### src/apt_defines.svh
// Register map, field positions and reset values of the
// advanced PWM timer. Assumes a 32-bit APB with byte addresses.
// Notes on behaviour
// [RQ1] 16-bit counter counts up, down or centre
// [RQ2] Prescaler divides by 1 to 65536
// [RQ3] Four channels: capture, compare, PWM, one-pulse; one-pulse mode stops the counter on channel 0 only
// [RQ4] PWM edge or centre aligned, 0-100% duty
// [RQ5] Complementary pairs with programmable dead-time
// [RQ6] Three phases on six output lines
// [RQ7] Debug halt freezes counter, disables outputs
// [RQ8] Trigger in and out between timers
// [RQ9] Comparator output is a break source
// [RQ10] Clock, fault, parity, ECC, supply breaks
// [RQ11] Break forces inactive levels within cycles
`ifndef APT_DEFINES_SVH
`define APT_DEFINES_SVH

`define APT_OFS_CTRL   8'h00
`define APT_OFS_PSC    8'h04
`define APT_OFS_ARR    8'h08
`define APT_OFS_CNT    8'h0C
`define APT_OFS_DTG    8'h10
`define APT_OFS_CHMODE 8'h14
`define APT_OFS_POL    8'h18
`define APT_OFS_STS    8'h1C
`define APT_OFS_CCR0   8'h20

`define APT_CTRL_EN     0
`define APT_CTRL_DOWN   1
`define APT_CTRL_CENTER 2
`define APT_CTRL_OPM    3
`define APT_CTRL_MOE    4
`define APT_CTRL_DBGFRZ 5
`define APT_CTRL_TRGRST 6
`define APT_CTRL_TRGGO  7
`define APT_CTRL_BRK_LO 8

`define APT_STS_UPD  4
`define APT_STS_BRK  5

`define APT_CTRL_RST 16'h0000
`define APT_ARR_RST  16'hFFFF
`define APT_PSC_RST  16'h0000
`define APT_DTG_RST  8'h00
`define APT_POL_RST  7'h00

`endif

### src/apt_pkg.sv
// Types shared by the advanced PWM timer.
// Assumes nothing of its surroundings.
package apt_pkg;
	typedef enum logic [1:0] {
		APT_CAPTURE,
		APT_COMPARE,
		APT_PWM,
		APT_ONEPULSE
	} apt_chmode_e;
endpackage : apt_pkg

### src/apt_timer.sv
// Advanced PWM timer: counter, four channels, three dead-time pairs,
// break logic and an APB slave. Assumes all inputs are synchronous
// to REF_CLK and the APB master follows the standard handshake.
`timescale 1ns/1ps
`include "apt_defines.svh"

module apt_timer #(
	parameter int CNT_W = 16
) (
	input  wire logic        REF_CLK,       // 50 MHz clock
	input  wire logic        RSTN,          // Synchronous reset, low
	input  wire logic        PSEL,          // APB select
	input  wire logic        PENABLE,       // APB access phase
	input  wire logic        PWRITE,        // APB direction
	input  wire logic [7:0]  PADDR,         // APB byte address
	input  wire logic [31:0] PWDATA,        // APB write data
	output logic      [31:0] PRDATA,        // APB read data
	output logic             PREADY,        // APB ready
	output logic             PSLVERR,       // APB error
	input  wire logic [3:0]  CH_IN,         // Capture inputs
	input  wire logic        DBG_HALT,      // Processor halted
	input  wire logic        TRG_IN,        // Trigger from other timers
	output logic             TRG_OUT,       // Update pulse to others
	input  wire logic        BRK_PIN,       // External break
	input  wire logic        BRK_COMP,      // Comparator break
	input  wire logic        BRK_CLKFAIL,   // Clock security monitor
	input  wire logic        BRK_HARDFAULT, // Processor hard fault
	input  wire logic        BRK_PARITY,    // Memory parity error
	input  wire logic        BRK_ECC,       // Flash ECC error
	input  wire logic        BRK_SUPPLY,    // Supply voltage detector
	output logic      [3:0]  OC,            // Channel main outputs
	output logic      [2:0]  OCN            // Complementary outputs
);

	if (CNT_W < 2 || CNT_W > 16) begin : g_chk
		$error("CNT_W must lie between 2 and 16");
	end

	typedef struct packed {
		logic [CNT_W-1:0]      cnt;
		logic [15:0]           psc_cnt;
		logic                  down;
		logic [15:0]           ctrl;
		logic [15:0]           psc;
		logic [CNT_W-1:0]      arr;
		logic [7:0]            dtg;
		logic [7:0]            chmode;
		logic [6:0]            pol;
		logic [3:0][CNT_W-1:0] ccr;
		logic [5:0]            sts;
		logic [3:0]            ref_o;
		logic [2:0][7:0]       dt;
		logic [3:0]            ch_d;
		logic                  trg_d;
		logic                  trg;
		logic [3:0]            oc;
		logic [2:0]            ocn;
		logic [31:0]           rdata;
	} apt_state_s;

	apt_state_s st_r;
	apt_state_s st_nxt;

	function automatic logic is_reg(input logic [7:0] a, input logic [7:0] o);
		is_reg = (a == o);
	endfunction : is_reg

	function automatic logic [31:0] widen(input logic [CNT_W-1:0] v);
		widen = 32'(v);
	endfunction : widen

	logic [6:0]            brk_src;
	logic                  brk_now;
	logic                  frz;
	logic                  tick;
	logic                  upd;
	logic                  wr;
	logic                  hit;
	logic [3:0]            rise;
	logic                  off;
	logic [3:0]            ref_nxt;
	logic [5:0]            sts_set;
	logic [7:0]            a;
	apt_pkg::apt_chmode_e  m;

	always_comb begin
		st_nxt  = st_r;
		a       = PADDR;
		m       = apt_pkg::APT_CAPTURE;
		ref_nxt = st_r.ref_o;
		upd     = 1'b0;
		sts_set = 6'h00;
		// [RQ9] [RQ10] Break source gating
		brk_src = {BRK_SUPPLY, BRK_ECC, BRK_PARITY, BRK_HARDFAULT,
			BRK_CLKFAIL, BRK_COMP, BRK_PIN};
		brk_now = |(brk_src & st_r.ctrl[`APT_CTRL_BRK_LO +: 7]);
		// [RQ7] Debug freeze
		frz  = DBG_HALT & st_r.ctrl[`APT_CTRL_DBGFRZ];
		rise = CH_IN & ~st_r.ch_d;
		st_nxt.ch_d  = CH_IN;
		st_nxt.trg_d = TRG_IN;

		// [RQ2] Prescaler divides by psc plus one
		tick = 1'b0;
		if (st_r.ctrl[`APT_CTRL_EN] && !frz) begin
			if (st_r.psc_cnt >= st_r.psc) begin
				st_nxt.psc_cnt = 16'h0000;
				tick = 1'b1;
			end else begin
				st_nxt.psc_cnt = st_r.psc_cnt + 16'h0001;
			end
		end

		// [RQ1] Up, down and centre counting
		if (tick) begin
			if (st_r.ctrl[`APT_CTRL_CENTER]) begin
				if (!st_r.down) begin
					if (st_r.cnt >= st_r.arr) begin
						st_nxt.down = 1'b1;
						st_nxt.cnt  = st_r.arr - CNT_W'(1);
					end else begin
						st_nxt.cnt = st_r.cnt + CNT_W'(1);
					end
				end else if (st_r.cnt == '0) begin
					st_nxt.down = 1'b0;
					st_nxt.cnt  = CNT_W'(1);
					upd = 1'b1;
				end else begin
					st_nxt.cnt = st_r.cnt - CNT_W'(1);
				end
			end else if (st_r.ctrl[`APT_CTRL_DOWN]) begin
				st_nxt.down = 1'b1;
				if (st_r.cnt == '0) begin
					st_nxt.cnt = st_r.arr;
					upd = 1'b1;
				end else begin
					st_nxt.cnt = st_r.cnt - CNT_W'(1);
				end
			end else begin
				st_nxt.down = 1'b0;
				if (st_r.cnt >= st_r.arr) begin
					st_nxt.cnt = '0;
					upd = 1'b1;
				end else begin
					st_nxt.cnt = st_r.cnt + CNT_W'(1);
				end
			end
		end

		// [RQ8] Trigger input resets or starts
		if (TRG_IN && !st_r.trg_d) begin
			if (st_r.ctrl[`APT_CTRL_TRGRST]) begin
				st_nxt.cnt     = '0;
				st_nxt.psc_cnt = 16'h0000;
			end
			if (st_r.ctrl[`APT_CTRL_TRGGO])
				st_nxt.ctrl[`APT_CTRL_EN] = 1'b1;
		end
		// [RQ8] Update pulse out
		st_nxt.trg = upd;

		// [RQ3] Per-channel mode
		for (int i = 0; i < 4; i++) begin
			m = apt_pkg::apt_chmode_e'(st_r.chmode[2*i +: 2]);
			case (m)
			apt_pkg::APT_CAPTURE: begin
				ref_nxt[i] = 1'b0;
				if (rise[i] && !frz) begin
					st_nxt.ccr[i] = st_r.cnt;
					sts_set[i]    = 1'b1;
				end
			end
			apt_pkg::APT_COMPARE: begin
				if (tick && st_r.cnt == st_r.ccr[i]) begin
					ref_nxt[i]    = ~st_r.ref_o[i];
					sts_set[i]    = 1'b1;
				end
			end
			// [RQ4] Duty from zero to full
			apt_pkg::APT_PWM,
			apt_pkg::APT_ONEPULSE: begin
				ref_nxt[i] = st_r.cnt < st_r.ccr[i];
			end
			default: ref_nxt[i] = 1'b0;
			endcase
		end
		st_nxt.ref_o = ref_nxt;

		// One-pulse (OPM set or channel 0 in one-pulse mode): the counter stops at its first update
		if (upd && (st_r.ctrl[`APT_CTRL_OPM] ||
				st_r.chmode[1:0] == 2'h3))
			st_nxt.ctrl[`APT_CTRL_EN] = 1'b0;
		if (upd)
			sts_set[`APT_STS_UPD] = 1'b1;

		// [RQ11] Break clears main output enable
		if (brk_now) begin
			st_nxt.ctrl[`APT_CTRL_MOE] = 1'b0;
			sts_set[`APT_STS_BRK]      = 1'b1;
		end
		// Events are kept apart from the old flags so that a clear
		// written in the same cycle cannot swallow them
		st_nxt.sts = st_r.sts | sts_set;

		// [RQ5] Dead-time restarts on each edge
		// Both lines of a pair idle for DTG cycles after a ref edge
		for (int i = 0; i < 3; i++) begin
			if (ref_nxt[i] != st_r.ref_o[i])
				st_nxt.dt[i] = st_r.dtg;
			else if (st_r.dt[i] != 8'h00)
				st_nxt.dt[i] = st_r.dt[i] - 8'h01;
		end

		// [RQ7] [RQ11] Forced inactive levels
		off = brk_now | frz | ~st_r.ctrl[`APT_CTRL_MOE];
		// [RQ6] Three pairs on six lines
		for (int i = 0; i < 3; i++) begin
			st_nxt.oc[i]  = st_r.pol[i] ^ (~off & st_r.ref_o[i] &
				(st_r.dt[i] == 8'h00));
			st_nxt.ocn[i] = st_r.pol[4+i] ^ (~off & ~st_r.ref_o[i] &
				(st_r.dt[i] == 8'h00) &
				(st_r.chmode[2*i +: 2] != 2'h0));
		end
		st_nxt.oc[3] = st_r.pol[3] ^ (~off & st_r.ref_o[3]);

		// APB: read data prepared in setup, writes land in access
		wr  = PSEL & PENABLE & PWRITE;
		// Unmapped or misaligned offsets answer an error and read zero
		hit = (a[1:0] == 2'b00) && (a <= `APT_OFS_CCR0 + 8'h0C);
		if (PSEL && !PENABLE) begin
			st_nxt.rdata = 32'h00000000;
			if (is_reg(a, `APT_OFS_CTRL))
				st_nxt.rdata = {16'h0000, st_r.ctrl};
			if (is_reg(a, `APT_OFS_PSC))
				st_nxt.rdata = {16'h0000, st_r.psc};
			if (is_reg(a, `APT_OFS_ARR))
				st_nxt.rdata = widen(st_r.arr);
			if (is_reg(a, `APT_OFS_CNT))
				st_nxt.rdata = widen(st_r.cnt);
			if (is_reg(a, `APT_OFS_DTG))
				st_nxt.rdata = {24'h000000, st_r.dtg};
			if (is_reg(a, `APT_OFS_CHMODE))
				st_nxt.rdata = {24'h000000, st_r.chmode};
			if (is_reg(a, `APT_OFS_POL))
				st_nxt.rdata = {25'h0000000, st_r.pol};
			if (is_reg(a, `APT_OFS_STS))
				st_nxt.rdata = {26'h0000000, st_r.sts};
			for (int i = 0; i < 4; i++)
				if (is_reg(a, `APT_OFS_CCR0 + 8'(4*i)))
					st_nxt.rdata = widen(st_r.ccr[i]);
		end
		if (wr) begin
			if (is_reg(a, `APT_OFS_CTRL))
				st_nxt.ctrl = PWDATA[15:0];
			if (is_reg(a, `APT_OFS_PSC))
				st_nxt.psc = PWDATA[15:0];
			if (is_reg(a, `APT_OFS_ARR))
				st_nxt.arr = PWDATA[CNT_W-1:0];
			if (is_reg(a, `APT_OFS_CNT))
				st_nxt.cnt = PWDATA[CNT_W-1:0];
			if (is_reg(a, `APT_OFS_DTG))
				st_nxt.dtg = PWDATA[7:0];
			if (is_reg(a, `APT_OFS_CHMODE))
				st_nxt.chmode = PWDATA[7:0];
			if (is_reg(a, `APT_OFS_POL))
				st_nxt.pol = PWDATA[6:0];
			// Write one to clear; a fresh event in the same cycle wins,
			// even when its flag was already set before the clear
			if (is_reg(a, `APT_OFS_STS))
				st_nxt.sts = (st_r.sts & ~PWDATA[5:0]) | sts_set;
			for (int i = 0; i < 4; i++)
				if (is_reg(a, `APT_OFS_CCR0 + 8'(4*i)))
					st_nxt.ccr[i] = PWDATA[CNT_W-1:0];
			// MOE stays low while a break is held
			if (brk_now)
				st_nxt.ctrl[`APT_CTRL_MOE] = 1'b0;
		end
	end

	always_ff @(posedge REF_CLK) begin
		if (!RSTN) begin
			st_r        <= '0;
			st_r.ctrl   <= `APT_CTRL_RST;
			st_r.psc    <= `APT_PSC_RST;
			st_r.arr    <= CNT_W'(`APT_ARR_RST);
			st_r.dtg    <= `APT_DTG_RST;
			st_r.pol    <= `APT_POL_RST;
		end else begin
			st_r <= st_nxt;
		end
	end

	assign PRDATA  = st_r.rdata;
	// Zero wait states: every access ends in its first access cycle
	assign PREADY  = 1'b1;
	assign PSLVERR = PSEL & PENABLE & ~hit;
	assign TRG_OUT = st_r.trg;
	assign OC      = st_r.oc;
	assign OCN     = st_r.ocn;

endmodule : apt_timer

### config.mk
export PLATFORM = sky130hd
export DESIGN_NAME = apt_timer
export DESIGN_NICKNAME = d
export VERILOG_FILES = /design/src/apt_pkg.sv /design/src/apt_timer.sv
export VERILOG_INCLUDE_DIRS = /design/src
export SDC_FILE = /design/constraint.sdc
export NUM_CORES = 1
export LEC_CHECK = 0
export BUFFER_PORTS_ARGS = -buffer_cell sky130_fd_sc_hd__buf_2
export CAP_MARGIN = 10
export CORE_AREA = 2 2 260 211
export DETAILED_ROUTE_END_ITERATION = 10
export DIE_AREA = 0 0 262 213
export GPL_TIMING_DRIVEN = 0
export PLACE_DENSITY = 0.48
export SETUP_SLACK_MARGIN = 0.05
export SLEW_MARGIN = 10
export SYNTH_ARGS = -nofsm -noshare
export SYNTH_HDL_FRONTEND = slang
export SYNTH_SLANG_ARGS = --single-unit
### constraint.sdc
create_clock -name REF_CLK -period 4.2 [get_ports REF_CLK]
set_input_delay 0.84 -clock REF_CLK [delete_from_list [all_inputs] [get_ports REF_CLK]]
set_output_delay 0.84 -clock REF_CLK [all_outputs]
set_load 0.005 [all_outputs]
== After elaboration in Yosys (flattened, before gate mapping) ==
Index checks and enable logic that the tools add are counted.

* Register bits after elaboration: 247
* Word-level logic and storage cells: 252
* Output and inout port bits: 42

* Muxes and demuxes: 91
* Equality and inequality tests: 31
* Reduce and logical (&&, ||, !) cells: 47
* Add/sub/neg operators: 7
* Bitwise gates (word level): 43
* Order comparisons: 7

{| class="wikitable"
|+ Operators by type and width
! operator !! number
|-
| two-way mux 16 bit || 27
|-
| two-way mux 32 bit || 13
|-
| two-way mux 130 bit || 1
|-
| == test 16 bit || 4
|-
| less-than comparator 16 bit || 4
|-
| two-way mux 8 bit || 8
|-
| adder 16 x 1 -> 16 bit, second input constant || 2
|-
| == test 8 x 5 -> 1 bit, second input constant || 4
|-
| == test 8 x 6 -> 1 bit, second input constant || 4
|-
| greater-or-equal comparator 16 bit || 2
|-
| zero test 8 bit || 4
|-
| subtractor 16 x 1 -> 16 bit, second input constant || 2
|-
| two-way mux 1 bit || 31
|-
| nonzero test 8 bit || 3
|-
| subtractor 8 x 1 -> 8 bit, second input constant || 3
|-
| AND 1 bit || 20
|-
| == test 2 bit, second input constant || 8
|-
| == test 8 x 4 -> 1 bit, second input constant || 2
|-
| zero test 16 bit || 1
|-
| logical AND 1 bit || 13
|-
| bitwise OR 6 bit || 2
|-
| one-hot mux 1 bit (3 select lines) || 4
|-
| AND reduction 2 bit || 6
|-
| nonzero test 2 bit || 6
|-
| other kinds (22) || 52
|}

== Longest topological paths before layout ==
Gate-level depths: netlist of the first run.

* Depth in word-level cells: 13
* Depth in mapped cells: 12
* Mapped depth without buffers: 9

== Worst setup path after synthesis of the first run ==
No wires, ideal clock.

* Path kind: flip-flop to flip-flop
* From: register st_r[231] in the netlist's numbering
* To: register st_r[232] in the netlist's numbering
* Period minus slack after synthesis: 2.757 ns
* Path slack: 1.443 ns
* Stages on the path, launching flop included: 13
* Required time: 4.078 ns
* Arrival: 2.636 ns
* Cells stage by stage: dfxtp_1 -> clkbuf_1 -> inv_1 -> ha_1 -> nand2b_1 -> a211oi_1 -> o21ai_0 -> a21o_1 -> buf_2 -> buf_1 -> nand4b_1 -> o211ai_1 -> a221o_1

* Word-level cells in the longest chain between the ends: 9

{| class="wikitable"
|+ Ends and longest elaborated chain
! what !! RTL line !! text
|-
| start, declared || apt_timer.sv:61 || <nowiki>apt_state_s st_r;</nowiki>
|-
| start signal, assigned || apt_timer.sv:289 || <nowiki>st_r <= st_nxt;</nowiki>
|-
| adder 16 x 1 -> 16 bit (tied with other cells) || apt_timer.sv:122, apt_timer.sv:145 ||
|-
| two-way mux 16 bit (on tied branches) || -- ||
|-
| two-way mux 16 bit (on tied branches) || apt_timer.sv:131, apt_timer.sv:117 ||
|-
| two-way mux 16 bit * || apt_timer.sv:116 || <nowiki>if (st_r.ctrl[`APT_CTRL_CENTER]) begin</nowiki>
|-
| two-way mux 16 bit * || apt_timer.sv:115 || <nowiki>if (tick) begin</nowiki>
|-
| two-way mux 32 bit || apt_timer.sv:152 || <nowiki>if (st_r.ctrl[`APT_CTRL_TRGRST]) begin</nowiki>
|-
| two-way mux 32 bit * || apt_timer.sv:151 || <nowiki>if (TRG_IN && !st_r.trg_d) begin</nowiki>
|-
| two-way mux 16 bit || apt_timer.sv:259 || <nowiki>if (is_reg(a, `APT_OFS_CNT))</nowiki>
|-
| two-way mux 16 bit * || apt_timer.sv:252 || <nowiki>if (wr) begin</nowiki>
|}

Mark *: on every way between the ends. The rest lies on a longest branch, timed or not.
A chain may end at the register's enable or synchronous reset.

== Final worst setup path of the first run ==
* From: register st_r[232] in the netlist's numbering
* To: register st_r[77] in the netlist's numbering

* Word-level cells in the longest chain between the ends: 9

{| class="wikitable"
|+ Ends and longest elaborated chain
! what !! RTL line !! text
|-
| greater-or-equal comparator 16 bit or zero test 16 bit (tied branches) || apt_timer.sv:141, apt_timer.sv:124, apt_timer.sv:133 ||
|-
| two-way mux 1 bit (on tied branches) || apt_timer.sv:141, apt_timer.sv:124, apt_timer.sv:133 ||
|-
| two-way mux 1 bit (on tied branches) || apt_timer.sv:131, apt_timer.sv:117 ||
|-
| two-way mux 1 bit * || apt_timer.sv:116 ||
|-
| two-way mux 1 bit * || apt_timer.sv:115 ||
|-
| two-way mux 1 bit * || apt_timer.sv:193 || <nowiki>if (upd)</nowiki>
|-
| bitwise OR 6 bit (on tied branches) || apt_timer.sv:203, apt_timer.sv:270 ||
|-
| two-way mux 6 bit || apt_timer.sv:269 || <nowiki>if (is_reg(a, `APT_OFS_STS))</nowiki>
|-
| two-way mux 130 bit * || apt_timer.sv:252 ||
|}

Marked as above.

==> impl_metrics.yaml, run 1 <==
floorplanning:
  core_mm2: 0.05325
  initial_core_util_pct: 28.75
  die_w_um: 262
  rows: 76
  die_h_um: 213
  die-area_mm2: 0.05581
  ioPinCount: 100
clock_network:
  clock_path_buffers: 3
  clock_tree.root_cell: "clkbuf_16"
  cts_tree: "built"
  path_clk_slew_ns: 0.07
  cts_hold_buffers: 0
  cts_sinks: 231
  clk_latency_ns: 0.58
  cts_buffers: 28
  htree_num_levels: 1
setup_path:
  ff2ff_setup_slack_ns: 0.30
  critical_path_depth: 10
  worst_setup_path_start_kind: "flip-flop"
  crit_path_end_kind: "flip-flop"
  worstReg2RegStart: "st_r[232]"
  cpLargestDelayFamily: "simple AND/OR/NAND/NOR gates"
  cp_max_fo: 10
  path_class: "flip-flop to flip-flop"
  startpoint: "st_r[232]"
  crit_arrival_ns: 4.42
  cp_slowest_cell: "nor3_2"
  worst_r2r_path_depth: 10
  cpPeakStageDelay_ns: 0.62
  worst_r2r_endpoint: "st_r[77]"
  cp_num_buf_inv: 3
  crit_chain: "clkbuf_1, inv_1, ha_1, nor3b_1, nand2_2, nor3_2, buf_2, nand3_1, a21oi_1, o21a_1"
  required_ns: 4.71
yosys:
  synth_area_leaders: "dfxtp_1 30%, ha_1 8.4%, mux2i_1 6.6%, nand2_1 4.8%, a21oi_1 4.6%"
  ys_ff_latch: 231
  yosysTopAreaCell: "dfxtp_1"
  synth-edff-count: 0
  ys_seq_area_share_pct: 30.20
  yosys-top-cells-count: "231 x dfxtp_1, 196 x nand2_1, 184 x nor2_1, 142 x a21oi_1, 114 x inv_1"
  post-synth-top-count-cell: "dfxtp_1"
  synth_top_cell_area_share_pct: 30.20
  syn-cell-area_mm2: 0.01531
  syn-instance-count: 1955
  synth_cell_types: 87
  ys_warn_count: 0
  synth_flop_cell: "dfxtp_1"
  syn_area_per_cell_um2: 7.832
  async_flop_share_pct: 0
grt:
  gr-total-overflow: 0
  gr-usage-all-layers_pct: 23.79
  antenna_found_initial: 4
  grt_pass1_wl_mm: 97.72
  grt_max_degree: 15
  grt_pass1_vias: 14453
timing:
  finalCritPeriodShare_pct: 92.93
  finalMaxSlewViolations: 0
  skew_ns: 0.02128
  rsz0062_at_grt: "no"
  hold_viol_final: 0
  fmax_ghz: 0.2562
  report.final.setup_viol: 0
  fin_setup_tns_ns: 0
  finalCriticalPeriod_ns: 3.903
  worstMarginPinSlew_ns: 1.222
  max_slew_margin_pct: 18.53
layout:
  regArea_mm2: 0.004624
  n_fill_cell: 5752
  multiInputGateArea_mm2: 0.009460
  drive_gt1_share_pct: 9.899
  areaGrowthSynthToFinish_pct: 14.68
  layout.nets: 2220
  fin_cells: 2784
detailed_routing:
  route.detailed.drc: 0
  viasPerCell: 5.528
  dr.pass1.iters: 6
  antenna_left: 0
  wl_per_cell_um: 24.25
  drtIter0Drc: 1650
  num_vias: 15389
  totalWireLength_mm: 67.50
min_path:
  hold_depth: 2
  hp-class: "flip-flop to flip-flop"
  min-delay-start: "st_r[189]"
  whs_endpoint: "st_r[189]"
pwr:
  cellLeakagePower_nw: 6.885
  power-per-cell-area_mw_per_mm2: 330.1
  ir_worst_vdd_mv: 0.2777
placed_design:
  routabilityCongestion: 0.9821
  portBuffers: 57
  hpwl_mm: 53.02
  dp.cells: 2729
flow_run:
  drv_cap: 0
run_status:
  status: "complete, no violations"
-- routing by layer --
layer,GRT usage [%],routed length [µm]
met5,0,45
met4,5.455,1428
met3,5.508,6510
met2,34.26,27390
met1,35.44,32120
-- cell type report --
type	instances	share of cell area [%]
Clock buffer	37	4.468
Buffer	174	4.881
Multi-Input combinational cell	1451	53.88
Antenna cell	1	0.01425
Inverter	114	2.458
Sequential cell	231	26.34
Timing Repair Buffer	59	1.710
Tap cell	702	5.002
Clock inverter	15	1.254
-- tightest hold or removal path, stage by stage (launching register included) --
cell and delay (ns):
dfxtp_1 0.31, nand2_1 0.05, a21oi_1 0.05
-- sequential cells by signal, summed over array words and instances (netlist names) --
register,count
OC,4
OCN,3
PRDATA,16
TRG_OUT,1
m,2
st_r,205
-- timing repair --
| action | in CTS | in global routing |
|---|---|---|
| setup endpoints to repair | 0 | 6 |
| hold endpoints to repair | 0 | 0 |
| setup buffers | 0 | 2 |
| resized for setup | 0 | 2 |
-- power breakdown --
group          switching (mW)  internal (mW)  total (mW)
clock network            1.09           1.62        2.71
logic                   0.472          0.292       0.764
registers              0.0576           2.26        2.32
-- logic make-up after synthesis --
family          count (synthesis)  share of synthesized area, %
simple gates                  653                         20.32
compound gates                496                         21.25
buf+inv                       288                         8.384
flops                         231                         30.20
mux                           105                         6.970
fa+ha+maj                     103                         8.416
xor+xnor                       77                         4.404
other cells                     2                       0.04905
-- per-stage QoR --
step	cell area (µm²)	worst slack, ns	total power, mW	utilization [%]	hold slack [ns]
finish	17560	0.2970	5.797	32.97	0.4555
global route	17560	0.1744	5.995	32.97	0.4894
CTS	17540	0.2628	5.810	32.93	0.4576
detailed placement	16530	0.2962	3.116	31.05	0.4489
global placement	16530	0.2812	3.106	31.05	0.4462
floorplan	15370	1.443	2.888	-	0.4322
-- how the worst max path moves through the flow --
stage / endpoint / slack, ns
after global placement: st_r[77] / 0.28
after floorplan: st_r[232] / 1.44
after detailed placement: st_r[237] / 0.30
final: st_r[77] / 0.30
after CTS: st_r[237] / 0.26
after global routing: st_r[233] / 0.17
-- placed cells by master (no fill, tap or decap), types with 11 or more instances in the layout --
master	n
clkbuf_1	112
a21oi_1	142
and3_1	11
nor4_1	14
or3_1	18
nand4_1	19
o21ai_0	101
a211oi_1	80
inv_1	113
conb_1	17
nor2b_1	21
mux2i_1	101
xnor2_1	46
ha_1	103
a221oi_1	23
xor2_1	31
buf_2	70
nor2_1	184
a21o_1	17
o211ai_1	27
buf_4	44
nor3_1	43
clkbuf_16	28
dfxtp_1	231
nand2_1	196
nand3_1	77
Note: power is estimated with default switching activity, not from simulation.
==> run 2: changes to the inputs <==
Settings changed: ABC_AREA from default to 1.
==> run 2 against run 1 <==
Effect of this change: sequential cell count stayed put; routed wire length is 2.4% higher; first-iteration DRC count is 3.2% higher; register-to-register slack worse by 0.05 ns; utilization is 0.19 points lower; sequential share of layout area is 0.15 points higher; non-clock buffer count is 30 lower; critical path depth is 1 higher; critical endpoint is now st_r[198].
==> impl_metrics.yaml, run 2 <==
yosys:
  yosys-top-cells-count: "472 x nand2_1, 276 x o21ai_0, 255 x inv_1, 254 x a21oi_1, 231 x dfxtp_1"
  synth-edff-count: 0
  yosysTopAreaCell: "dfxtp_1"
  syn-cell-area_mm2: 0.01530
  post-synth-top-count-cell: "nand2_1"
  async_flop_share_pct: 0
  synth_flop_cell: "dfxtp_1"
  synth_top_cell_area_share_pct: 30.22
  ys_seq_area_share_pct: 30.22
  syn_area_per_cell_um2: 6.671
  ys_warn_count: 0
  synth_area_leaders: "dfxtp_1 30%, nand2_1 12%, o21ai_0 9.0%, ha_1 8.4%, a21oi_1 8.3%"
  synth_cell_types: 55
  ys_ff_latch: 231
  syn-instance-count: 2294
layout:
  layout.nets: 2567
  areaGrowthSynthToFinish_pct: 14.08
  final_common_cell: "nand2_1"
  drive_gt1_share_pct: 9.901
  design_area_mm2: 0.01746
  largest_register_ffs: 205
  n_fill_cell: 5922
  post-route-util_pct: 32.78
  final_cell_mix: "472 x nand2_1, 276 x o21ai_0, 255 x inv_1, 254 x a21oi_1, 231 x dfxtp_1"
  top_register: "st_r"
placed_design:
  dpl_cell_area_mm2: 0.01657
  hpwl_mm: 55.39
  portBuffers: 66
  routabilityCongestion: 0.9625
setup_path:
  path_class: "flip-flop to flip-flop"
  crit_arrival_ns: 4.38
  worst_setup_path_start_kind: "flip-flop"
  crit_path_end_kind: "flip-flop"
  cpLargestDelayFamily: "simple AND/OR/NAND/NOR gates"
  cpPeakStageDelay_ns: 0.72
  cp_num_buf_inv: 3
  required_ns: 4.63
  cp_max_fo: 10
  crit_chain: "clkinv_1, ha_1, nand2_1, nor3_1, nand2_1, nand4_2, inv_2, a21oi_1, inv_1, o21ai_1, a21oi_1"
  cp_slowest_cell: "nor3_1"
detailed_routing:
  routed-wl-met3_mm: 6.394
  dr.pass1.iters: 8
  drtIter0Drc: 1702
  antenna_left: 0
  num_vias: 16500
  route.detailed.drc: 0
  met2_length_mm: 27.78
  top_layer_used: "met4"
  viasPerCell: 5.277
  totalWireLength_mm: 69.12
  wl_per_cell_um: 22.11
  wl_met1_mm: 33.00
timing:
  fmax_ghz: 0.2527
  rsz0062_at_grt: "no"
  report.final.setup_viol: 0
  skew_ns: 0.01163
  worstMarginPinSlew_ns: 1.112
  holdWs_ns: 0.4676
  max_slew_margin_pct: 23.98
  finalCritPeriodShare_pct: 94.21
  fin_setup_tns_ns: 0
  finalCriticalPeriod_ns: 3.957
  finalMaxSlewViolations: 0
  hold_viol_final: 0
floorplanning:
  die-area_mm2: 0.05581
  rows: 76
  die_h_um: 213
  die_w_um: 262
  ioPinCount: 100
  core_mm2: 0.05325
  initial_core_util_pct: 28.74
grt:
  grt_max_degree: 14
  grt_pass1_vias: 14860
  gr-usage-all-layers_pct: 24.53
  antenna_found_initial: 1
  gr-total-overflow: 0
  grt_pass1_wl_mm: 100.1
pwr:
  ir_worst_vdd_mv: 0.1628
  power-per-cell-area_mw_per_mm2: 334.2
  p_total_mw: 5.834
  cellLeakagePower_nw: 7.331
run_status:
  status: "complete, no violations"
clock_network:
  htree_num_levels: 1
  clk_latency_ns: 0.57
  cts_buffers: 29
  clock_path_buffers: 3
  cts_hold_buffers: 0
  cts_sinks: 231
  cts.repair.resized: 0
  path_clk_slew_ns: 0.06
  cts_tree: "built"
  post_cts_buffers: 0
  clock_tree.root_cell: "clkbuf_16"
min_path:
  hp-class: "flip-flop to flip-flop"
flow_run:
  drv_cap: 0
## run 2: cell types whose count changed after synthesis, sizes merged, moves of 45 or more
cell / previous run / this run
nand2: 197 / 480
inv: 114 / 263
a21oi: 142 / 257
mux2i: 101 / 0
clkbuf: 113 / 68
o21ai: 103 / 284
a211oi: 81 / 16
## run 2: power breakdown
part           switching, mW  leakage (nW)  internal [mW]
combinational          0.618          5.03          0.372
clock                   1.06         0.437           1.40
sequential            0.0775          1.87           2.30
## run 2: worst register-to-register path, delay by kind of cell (launching register included)
| family | cells | cell delay (ns) |
|---|---|---|
| flip-flops | 1 | 0.37 |
| buffers and inverters | 3 | 0.74 |
| adder cells (fa/ha/maj) | 1 | 0.43 |
| AO/OA/AOI/OAI | 3 | 0.43 |
| AND/OR/NAND/NOR | 4 | 1.83 |
## run 2: layout make-up
type                       count  area [µm²]  area share [%]
clock inverter                 7       62.56          0.3584
inverter                     266       998.5           5.720
timing repair buffer          66       330.3           1.892
clock buffer                  42       824.5           4.723
sequential                   231        4624           26.49
multi-input combinational   1675        9011           51.62
tap                          702       878.3           5.032
antenna                        1       2.502         0.01433
buffer                       137       724.4           4.150
## run 2: cell families after synthesis
kind of cell    share of synthesized area [%]
simple gates                            24.69
compound gates                          22.67
fa+ha+maj                               8.422
xor+xnor                                2.690
buf+inv                                 11.26
other cells                           0.04908
flops                                   30.22
## run 2: path summary, 6_finish.rpt
path	start	end	slack (ns)	depth (start not counted)
setup / recovery	st_r[177]	st_r[198]	0.24	11
hold / removal	PRDATA[0]	PRDATA[0]	0.47	2
setup reg to reg	st_r[177]	st_r[198]	0.24	11
hold reg to reg	PRDATA[0]	PRDATA[0]	0.47	2
## run 2: routing by layer
layer / track usage, % / up-vias
met4: 6.293 / 0
met1: 36.64 / 7836
li1: - / 7864
met2: 35.43 / 709
met5: 0 / -
met3: 4.974 / 91
## run 2: through the flow
step           worst slack [ns]  cells
4_1_cts                  0.5059   3126
5_1_grt                  0.2292   3126
3_3_place_gp             0.4871   3077
6_report                 0.2431   3127
3_5_place_dp             0.5223   3077
2_1_floorplan             1.550   2309
